--- src/logic/dbg_trace_regs.svh ---
`ifndef DBG_TRACE_REGS_SVH
`define DBG_TRACE_REGS_SVH

// Debug command opcodes served by this block.
`define DBG_OP_CALL 16'h0C80
`define DBG_OP_RST 16'h0C40
`define DBG_OP_NOP 16'h0000

// Serial shifter responses, 17 bits with the status bit on top.
`define DBG_RESP_COMPLETE 17'h0FFFF
`define DBG_RESP_ILLEGAL 17'h1FFFF
`define DBG_RESP_BUS_ERR 17'h10001

// Peripheral reset hold time in clock cycles.
`define DBG_RST_HOLD_CYCLES 512

// Indication lengths in clocks on the tracking pins.
`define DBG_LEN_FETCH 2'h1
`define DBG_LEN_FLUSH 2'h2
`define DBG_LEN_EXT 2'h1
`define DBG_LEN_START 2'h2

`endif

--- src/logic/dbg_trace_pkg.sv ---
package dbg_trace_pkg;

  typedef enum logic [1:0] {
    CMD_NOP = 2'h0,
    CMD_CALL = 2'h1,
    CMD_RST = 2'h2,
    CMD_ILLEGAL = 2'h3
  } cmd_t;

  typedef enum logic [2:0] {
    ST_IDLE = 3'b000,
    ST_STACK = 3'b001,
    ST_FIRST = 3'b010,
    ST_RSTHOLD = 3'b011,
    ST_RSTREL = 3'b100
  } seq_state_t;

  typedef struct packed {
    logic [15:0] opcode;
    logic [31:0] operand;
  } cmd_req_t;

  typedef struct packed {
    logic valid;
    logic berr;
    logic aerr;
    logic [15:0] word;
  } fetch_done_t;

endpackage

--- src/logic/debug_cmd_and_pipe_trace.sv ---
`include "dbg_trace_regs.svh"
`timescale 1ns/1ps
module debug_cmd_and_pipe_trace
  import dbg_trace_pkg::*;
#(
  parameter int RST_HOLD = `DBG_RST_HOLD_CYCLES,
  parameter int WORD_W = 16
) (
  input wire logic CORE_CLK,
  input wire logic RST_N,
  input wire logic DEBUG_ENTER,
  output logic HALTED,
  input wire logic CMD_VALID,
  input wire cmd_req_t CMD_REQ,
  output logic CMD_READY,
  output logic RESP_VALID,
  output logic [16:0] RESP_DATA,
  input wire logic [31:0] RPC_IN,
  input wire logic [31:0] SP_IN,
  output logic STACK_REQ,
  output logic [31:0] STACK_ADDR,
  output logic [31:0] STACK_DATA,
  input wire logic STACK_DONE,
  input wire logic STACK_ERR,
  output logic PC_LOAD,
  output logic [31:0] PC_VALUE,
  output logic EXC_REQ,
  output logic EXC_ADDR_ERR,
  output logic [31:0] EXC_FAULT_ADDR,
  output logic SYS_RESET_N,
  input wire logic FLUSH,
  input wire logic FETCH_CYCLE,
  input wire fetch_done_t FETCH_DONE,
  input wire logic ADV_EXT,
  input wire logic INSN_START,
  input wire logic LOOP_RECIRC,
  output logic FETCH_IND_N,
  output logic PIPE_ADV_N,
  output logic [WORD_W-1:0] DECODE_WORD,
  output logic DECODE_VALID,
  output logic [WORD_W-1:0] EXEC_WORD,
  output logic EXEC_VALID,
  output logic PREFETCH_ROOM
);

  function automatic cmd_t classify(input logic [15:0] op);
    if (op == `DBG_OP_CALL) begin
      return CMD_CALL;
    end else if (op == `DBG_OP_RST) begin
      return CMD_RST;
    end else if (op == `DBG_OP_NOP) begin
      return CMD_NOP;
    end else begin
      return CMD_ILLEGAL;
    end
  endfunction

  ////////////////////////////////////////////////////////////////////////////////////////
  // Command sequencer.

  seq_state_t state_r, state_nxt;
  logic halted_r;
  logic resp_valid_r;
  logic [16:0] resp_data_r;
  logic stack_req_r;
  logic [31:0] stack_addr_r;
  logic [31:0] stack_data_r;
  logic [31:0] pc_r;
  logic pc_load_r;
  logic exc_req_r;
  logic exc_aerr_r;
  logic [31:0] exc_addr_r;
  logic sys_reset_n_r;
  logic [9:0] rst_cnt_r;

  wire logic cmd_take = CMD_VALID && CMD_READY;
  wire cmd_t cmd_kind = classify(CMD_REQ.opcode);
  wire logic stack_ok = (state_r == ST_STACK) && STACK_DONE && !STACK_ERR;
  wire logic stack_bad = (state_r == ST_STACK) && STACK_DONE && STACK_ERR;
  wire logic first_done = (state_r == ST_FIRST) && FETCH_DONE.valid;
  wire logic first_bad = first_done && (FETCH_DONE.berr || FETCH_DONE.aerr);
  wire logic rst_last = (state_r == ST_RSTHOLD) && (rst_cnt_r == 10'(RST_HOLD - 1));

  assign CMD_READY = halted_r && (state_r == ST_IDLE);

  always_comb begin
    state_nxt = state_r;
    case (state_r)
      ST_IDLE: begin
        if (cmd_take && cmd_kind == CMD_CALL) begin
          state_nxt = ST_STACK;
        end else if (cmd_take && cmd_kind == CMD_RST) begin
          state_nxt = ST_RSTHOLD;
        end
      end
      ST_STACK: begin
        if (stack_ok) begin
          state_nxt = ST_FIRST;
        end else if (stack_bad) begin
          state_nxt = ST_IDLE;
        end
      end
      ST_FIRST: begin
        if (first_done) begin
          state_nxt = ST_IDLE;
        end
      end
      ST_RSTHOLD: begin
        if (rst_last) begin
          state_nxt = ST_RSTREL;
        end
      end
      ST_RSTREL: begin
        state_nxt = ST_IDLE;
      end
      default: begin
        state_nxt = ST_IDLE;
      end
    endcase
  end

  // The response word is held until the next response replaces it, as a shifter would.
  always_ff @(posedge CORE_CLK or negedge RST_N) begin
    if (!RST_N) begin
      state_r <= ST_IDLE;
      resp_valid_r <= 1'b0;
      resp_data_r <= `DBG_RESP_COMPLETE;
    end else begin
      state_r <= state_nxt;
      resp_valid_r <= 1'b0;
      if (cmd_take && cmd_kind == CMD_NOP) begin
        resp_valid_r <= 1'b1;
        resp_data_r <= `DBG_RESP_COMPLETE;
      end else if (cmd_take && cmd_kind == CMD_ILLEGAL) begin
        resp_valid_r <= 1'b1;
        resp_data_r <= `DBG_RESP_ILLEGAL;
      end else if (stack_bad) begin
        resp_valid_r <= 1'b1;
        resp_data_r <= `DBG_RESP_BUS_ERR;
      end else if (state_r == ST_RSTREL) begin
        resp_valid_r <= 1'b1;
        resp_data_r <= `DBG_RESP_COMPLETE;
      end
    end
  end

  // Halt is left only after the return address is safely on the stack.
  always_ff @(posedge CORE_CLK or negedge RST_N) begin
    if (!RST_N) begin
      halted_r <= 1'b0;
    end else if (DEBUG_ENTER) begin
      halted_r <= 1'b1;
    end else if (stack_ok) begin
      halted_r <= 1'b0;
    end
  end

  always_ff @(posedge CORE_CLK or negedge RST_N) begin
    if (!RST_N) begin
      stack_req_r <= 1'b0;
      stack_addr_r <= 32'h0000_0000;
      stack_data_r <= 32'h0000_0000;
      pc_r <= 32'h0000_0000;
    end else if (cmd_take && cmd_kind == CMD_CALL) begin
      stack_req_r <= 1'b1;
      stack_addr_r <= SP_IN;
      stack_data_r <= RPC_IN;
      pc_r <= CMD_REQ.operand;
    end else if (state_r == ST_STACK && STACK_DONE) begin
      stack_req_r <= 1'b0;
    end
  end

  always_ff @(posedge CORE_CLK or negedge RST_N) begin
    if (!RST_N) begin
      pc_load_r <= 1'b0;
      exc_req_r <= 1'b0;
      exc_aerr_r <= 1'b0;
      exc_addr_r <= 32'h0000_0000;
    end else begin
      pc_load_r <= stack_ok;
      exc_req_r <= first_bad;
      if (first_bad) begin
        exc_aerr_r <= FETCH_DONE.aerr;
        exc_addr_r <= pc_r;
      end
    end
  end

  // The processor stays halted while the peripherals sit in reset.
  always_ff @(posedge CORE_CLK or negedge RST_N) begin
    if (!RST_N) begin
      sys_reset_n_r <= 1'b1;
      rst_cnt_r <= 10'h000;
    end else if (cmd_take && cmd_kind == CMD_RST) begin
      sys_reset_n_r <= 1'b0;
      rst_cnt_r <= 10'h000;
    end else if (rst_last) begin
      sys_reset_n_r <= 1'b1;
    end else if (state_r == ST_RSTHOLD) begin
      rst_cnt_r <= rst_cnt_r + 10'h001;
    end
  end

  assign HALTED = halted_r;
  assign RESP_VALID = resp_valid_r;
  assign RESP_DATA = resp_data_r;
  assign STACK_REQ = stack_req_r;
  assign STACK_ADDR = stack_addr_r;
  assign STACK_DATA = stack_data_r;
  assign PC_LOAD = pc_load_r;
  assign PC_VALUE = pc_r;
  assign EXC_REQ = exc_req_r;
  assign EXC_ADDR_ERR = exc_aerr_r;
  assign EXC_FAULT_ADDR = exc_addr_r;
  assign SYS_RESET_N = sys_reset_n_r;

  ////////////////////////////////////////////////////////////////////////////////////////
  // Opcode tracking.

  logic flush_pend_r;
  logic adv_one_pend_r;

  wire logic pipe_flush = FLUSH || pc_load_r;
  wire logic fetch_shown = FETCH_CYCLE && !LOOP_RECIRC;
  wire logic [1:0] fetch_len = flush_pend_r ? `DBG_LEN_FLUSH : `DBG_LEN_FETCH;
  wire logic both_adv = INSN_START && ADV_EXT;
  wire logic adv_req = INSN_START || ADV_EXT;
  wire logic [1:0] adv_len = both_adv ? (`DBG_LEN_START + `DBG_LEN_EXT)
                                      : (INSN_START ? `DBG_LEN_START : `DBG_LEN_EXT);
  wire logic adv_one = (ADV_EXT && !INSN_START) || adv_one_pend_r;
  wire logic word_in = FETCH_DONE.valid && !FETCH_DONE.berr && !FETCH_DONE.aerr;

  // A flush arriving with a fetch wins, so the next fetch still reports the refill.
  always_ff @(posedge CORE_CLK or negedge RST_N) begin
    if (!RST_N) begin
      flush_pend_r <= 1'b0;
      adv_one_pend_r <= 1'b0;
    end else begin
      if (pipe_flush) begin
        flush_pend_r <= 1'b1;
      end else if (fetch_shown) begin
        flush_pend_r <= 1'b0;
      end
      adv_one_pend_r <= both_adv;
    end
  end

  trace_pin_encoder #(.CW(3)) u_fetch_pin (
    .clk(CORE_CLK),
    .rst_n(RST_N),
    .req(fetch_shown),
    .req_len(fetch_len),
    .pin_n(FETCH_IND_N)
  );

  trace_pin_encoder #(.CW(3)) u_adv_pin (
    .clk(CORE_CLK),
    .rst_n(RST_N),
    .req(adv_req),
    .req_len(adv_len),
    .pin_n(PIPE_ADV_N)
  );

  pipe_stages #(.W(WORD_W)) u_pipe (
    .clk(CORE_CLK),
    .rst_n(RST_N),
    .flush(pipe_flush),
    .load(word_in),
    .load_word(FETCH_DONE.word),
    .adv_one(adv_one),
    .adv_full(INSN_START),
    .dec_word(DECODE_WORD),
    .dec_valid(DECODE_VALID),
    .exe_word(EXEC_WORD),
    .exe_valid(EXEC_VALID),
    .room(PREFETCH_ROOM)
  );

endmodule

--- src/logic/pipe_stages.sv ---
`timescale 1ns/1ps
module pipe_stages
  import dbg_trace_pkg::*;
#(
  parameter int W = 16
) (
  input wire logic clk,
  input wire logic rst_n,
  input wire logic flush,
  input wire logic load,
  input wire logic [W-1:0] load_word,
  input wire logic adv_one,
  input wire logic adv_full,
  output logic [W-1:0] dec_word,
  output logic dec_valid,
  output logic [W-1:0] exe_word,
  output logic exe_valid,
  output logic room
);

  logic [W-1:0] buf_r, dec_r, exe_r;
  logic buf_v_r, dec_v_r, exe_v_r;
  logic [W-1:0] buf_nxt, dec_nxt, exe_nxt;
  logic buf_v_nxt, dec_v_nxt, exe_v_nxt;

  always_comb begin
    buf_nxt = buf_r;
    dec_nxt = dec_r;
    exe_nxt = exe_r;
    buf_v_nxt = buf_v_r;
    dec_v_nxt = dec_v_r;
    exe_v_nxt = exe_v_r;
    if (adv_full) begin
      exe_nxt = dec_nxt;
      exe_v_nxt = dec_v_nxt;
      dec_v_nxt = 1'b0;
    end else if (adv_one) begin
      dec_v_nxt = 1'b0;
    end
    if (exe_v_nxt == 1'b0 && dec_v_nxt) begin
      exe_nxt = dec_nxt;
      exe_v_nxt = 1'b1;
      dec_v_nxt = 1'b0;
    end
    if (dec_v_nxt == 1'b0 && buf_v_nxt) begin
      dec_nxt = buf_nxt;
      dec_v_nxt = 1'b1;
      buf_v_nxt = 1'b0;
    end
    if (load && !buf_v_nxt) begin
      buf_nxt = load_word;
      buf_v_nxt = 1'b1;
    end
    if (flush) begin
      buf_v_nxt = 1'b0;
      dec_v_nxt = 1'b0;
      exe_v_nxt = 1'b0;
    end
  end

  assign dec_word = dec_r;
  assign dec_valid = dec_v_r;
  assign exe_word = exe_r;
  assign exe_valid = exe_v_r;
  assign room = !buf_v_r;

  always_ff @(posedge clk or negedge rst_n) begin
    if (!rst_n) begin
      buf_r <= '0;
      dec_r <= '0;
      exe_r <= '0;
      buf_v_r <= 1'b0;
      dec_v_r <= 1'b0;
      exe_v_r <= 1'b0;
    end else begin
      buf_r <= buf_nxt;
      dec_r <= dec_nxt;
      exe_r <= exe_nxt;
      buf_v_r <= buf_v_nxt;
      dec_v_r <= dec_v_nxt;
      exe_v_r <= exe_v_nxt;
    end
  end

endmodule

--- src/logic/trace_pin_encoder.sv ---
`timescale 1ns/1ps
module trace_pin_encoder
  import dbg_trace_pkg::*;
#(
  parameter int CW = 3
) (
  input wire logic clk,
  input wire logic rst_n,
  input wire logic req,
  input wire logic [1:0] req_len,
  output logic pin_n
);

  // Indications that arrive while the pin is still low extend it without a gap.
  logic [CW-1:0] cnt_r;
  logic [CW-1:0] cnt_nxt;
  logic pin_n_r;
  wire logic [CW-1:0] cnt_left = (cnt_r != '0) ? cnt_r - {{(CW-1){1'b0}}, 1'b1} : cnt_r;
  wire logic [CW-1:0] add_len = req ? {{(CW-2){1'b0}}, req_len} : '0;

  assign cnt_nxt = cnt_left + add_len;
  assign pin_n = pin_n_r;

  always_ff @(posedge clk or negedge rst_n) begin
    if (!rst_n) begin
      cnt_r <= '0;
      pin_n_r <= 1'b1;
    end else begin
      cnt_r <= cnt_nxt;
      pin_n_r <= (cnt_nxt == '0);
    end
  end

endmodule

--- config.mk ---
export PLATFORM = sky130hd
export DESIGN_NAME = debug_cmd_and_pipe_trace
export DESIGN_NICKNAME = d
export VERILOG_FILES = /design/src/logic/dbg_trace_pkg.sv /design/src/logic/debug_cmd_and_pipe_trace.sv /design/src/logic/pipe_stages.sv /design/src/logic/trace_pin_encoder.sv
export VERILOG_INCLUDE_DIRS = /design/src /design/src/logic
export SDC_FILE = /design/constraint.sdc
export NUM_CORES = 1
export LEC_CHECK = 0
export ABC_AREA = 1
export BUFFER_PORTS_ARGS = -buffer_cell sky130_fd_sc_hd__buf_2
export CORE_UTILIZATION = 39
export CTS_BUF_LIST = sky130_fd_sc_hd__clkbuf_2 sky130_fd_sc_hd__clkbuf_4 sky130_fd_sc_hd__clkbuf_8
export DETAILED_ROUTE_END_ITERATION = 16
export PLACE_DENSITY = 0.74
export SYNTH_ARGS = -nofsm -noshare
export SYNTH_HDL_FRONTEND = slang
export SYNTH_SLANG_ARGS = --single-unit
--- constraint.sdc ---
create_clock -name CORE_CLK -period 1.65 [get_ports CORE_CLK]
set_input_delay 0 -clock CORE_CLK [delete_from_list [all_inputs] [get_ports CORE_CLK]]
set_output_delay 0 -clock CORE_CLK [all_outputs]
set_load 0.05 [all_outputs]
==> run metrics <==
critical path class=register to register; Detail Route Antenna Nets=0; IO Port Bufs=330; post-synthesis instance total=about 1000; Final min period=1.824 ns; Worst-path clk slew=0.07 ns; GRT Overall Usage=22.52%; final hold violations=0; Syn Nets=around 1200; average size of a mapped cell=between 8 and 9 µm²; CTS H-Tree Depth=2; drt first pass iters=5; gr busiest metal=met2; CTS Buffer Depth=3; Inserted Clock Buffers=36; R2R Path End=PC_VALUE[28]; cells on worst reg2reg path=8; Post-synth top flop=dfrtp_1; CP cell instances=nor2_1 > nand2_2 > nor3_4 > buf_6 > nand3_4 > buf_12 > clkbuf_16 > o21ai_1; Starting Density=between 40% and 50%; setup violators final=100; Internal=roughly 11000 µW; Iter 0 DRT Violations=approximately 480; Worst R2R Start=state_r[0]; CTS tree=done; DIE AREA=23390 µm²; f_max=0.5482 GHz; clock share of power=31.1%; most common cell after layout, fill and taps aside=buf_2; vias in the first global route=~8700; GRT met3 Usage=about 4.9%; RSZ-0062 raised after global routing=yes; core area=22090 µm²; Worst Path Required=between 2 and 2.5 ns; first-pass GRT wire length=between 40 and 50 mm; Detailed Place HPWL=16.24 mm; nets@finish=1700; Max VDD drop=roughly 800 µV; fin cells=roughly 1900; Placed Cells=1605; #FFs+latches synth=between 200 and 250; Hold Path Class=primary input to async pin; post-synth cell types=36; Seq/Total Area, Yosys=59.48%; r2r setup slk=-0.17 ns; Slew headroom=between 60% and 70%; DRT Wirelength=33.33 mm; Crit path largest cell delay=roughly 0.38 ns; synth-to-layout area growth=67.93%; GRT met2 Usage=around two fifths; share of layout cells above drive strength 1=between 40% and 50%; actual slew at the worst max-slew pin=0.5925 ns; fin crit share=110.6%; Max Cap Violations=0; gpl congestion=around 0.84; Synth async-reset ratio=100.0%; GRT overflow=0; commonest non-fill, non-tap cells in the layout=328 x buf_2, 232 x nand2_1, 205 x dfrtp_1; largest net degree at the start of global routing=97; PwrDens=approximately 1100 nW/µm²; arrival time worst endpoint=approximately 2.3 ns; Bufs and invs on worst path=3; crit path launch type=register; Pleak=0.008196 µW; DRC viols=0; worst-path fanout max=7; Switching Power=approximately 6300 µW; post-layout util=slightly below 70%; number of flops mapped to enable cells by yosys=0; crit end category=register; initial antenna violation count=3; dpl cell area=10960 µm²; Sequential Power Share=a little over a third; num ports=approximately 330; M1 GR Usage=between 20% and 30%; post-route worst setup slack=-0.1741 ns; Setup Skew=0.03050 ns; Clock Latency Late Sink=between 0.5 and 0.6 ns; Crit path max-delay family=simple AND/OR/NAND/NOR gates; synthesized area=about 8900 µm²; fin area=14920 µm²; combinational fraction of design power=~33%; Sw Share=36.63%; via count=9152; final slew viol count=0; CP max stage cell=dfrtp_1; die height=around 150 µm; warnings from Yosys=0; status=finished, violations left; failing checks=setup timing; routed len/inst=around 18 µm; Clock Sinks=211; Vias/cell=just under 5; # rows=between 50 and 60; clock root cell=clkbuf_8; Die X=152.9 µm
==> cells in the mapped netlist (3+ instances only) <==
library cell,number,area (µm²)
clkbuf_1,12,45.04
nor2_1,44,165.2
nand2_1,326,1224
ha_1,7,87.58
dfrtp_1,207,5180
buf_2,22,110.1
dfstp_2,4,105.1
nor3_1,9,45.04
inv_1,153,574.3
xor2_1,6,52.55
buf_6,3,33.78
a21oi_1,11,55.05
o21ai_0,93,465.5
nand3_1,48,240.2
nand4_1,5,31.28
buf_4,15,112.6
o21ai_1,28,140.1
==> worst max-delay path by stage <==
stage                                   from               to  slack, ns  depth (start not counted)
final                             state_r[0]     PC_VALUE[28]      -0.17                          8
after global routing              state_r[1]       state_r[1]      -0.29                         11
after CTS                 u_adv_pin.cnt_r[1]  u_adv_pin.pin_n      -0.20                          9
after detailed placement  u_adv_pin.cnt_r[1]  u_adv_pin.pin_n      -0.25                          9
after global placement    u_adv_pin.cnt_r[0]  u_adv_pin.pin_n      -0.14                          9
after floorplan           u_adv_pin.cnt_r[0]  u_adv_pin.pin_n      -0.10                          9
==> through the flow <==
stage | setup slack, ns | hold WS [ns] | total power (µW) | TNS, ns
floorplan | -0.1038 | -0.2956 | 9568 | -0.1351
global placement | -0.1389 | -0.01845 | 10650 | -0.2238
detailed placement | -0.2527 | -0.02136 | 10790 | -0.6037
CTS | -0.2027 | 0.009943 | 16600 | -0.4227
global route | -0.2871 | 0.04759 | 17930 | -19.15
finish | -0.1741 | 0.04061 | 17090 | -8.901
==> power by group through the flow <==
stage | clock network, µW | registers (µW) | logic [µW]
3_5_place_dp | 0 | 6240 | 4540
3_3_place_gp | 0 | 6220 | 4430
6_report | 5310 | 6170 | 5610
4_1_cts | 5380 | 6170 | 5050
5_1_grt | 5610 | 6240 | 6070
2_1_floorplan | 0 | 7300 | 2270
==> final cells by class <==
class / count / area, µm²
Sequential cell: 211 / 5288
Antenna cell: 3 / 7.507
Tap cell: 280 / 350.3
Clock buffer: 52 / 671.9
Inverter: 154 / 578.1
Timing Repair Buffer: 548 / 4202
Fill cell: 1558 / 7173
Clock inverter: 11 / 135.1
Multi-Input combinational cell: 598 / 3689
==> per-layer routing <==
| layer | share of wire, % | routed length [µm] |
|---|---|---|
| met1 | 39 | 13050 |
| met2 | 49 | 16420 |
| met3 | 6.9 | 2286 |
| met4 | 4.7 | 1582 |
| met5 | 0 | 0 |
==> flip-flops by register name, indices dropped and copies added (netlist names), 2 cells and up <==
signal	count
EXC_FAULT_ADDR	32
PC_VALUE	32
STACK_ADDR	32
STACK_DATA	32
u_pipe.buf_r	16
u_pipe.dec_word	16
u_pipe.exe_word	16
rst_cnt_r	10
state_r	3
u_adv_pin.cnt_r	3
u_fetch_pin.cnt_r	3
RESP_DATA	2
==> logic make-up after synthesis <==
logic type | count (synthesis) | share of synthesized area (%)
AND/OR/NAND/NOR | 443 | 20.38
flip-flops | 211 | 59.48
buffers and inverters | 208 | 9.985
AO/OA/AOI/OAI | 136 | 7.886
adder cells (fa/ha/maj) | 9 | 1.436
XOR/XNOR | 8 | 0.7887
other | 1 | 0.04221
==> timing repair <==
action / 4_1_cts / 5_1_grt
hold endpoints to repair: 338 / 0
resized for setup: 15 / 358
buffers inserted: 4 / 23
pin swaps: 11 / 20
setup endpoints to repair: 7 / 138
gates cloned: 0 / 30
hold buffers: 130 / 0
(Power assumes the default switching activity.)
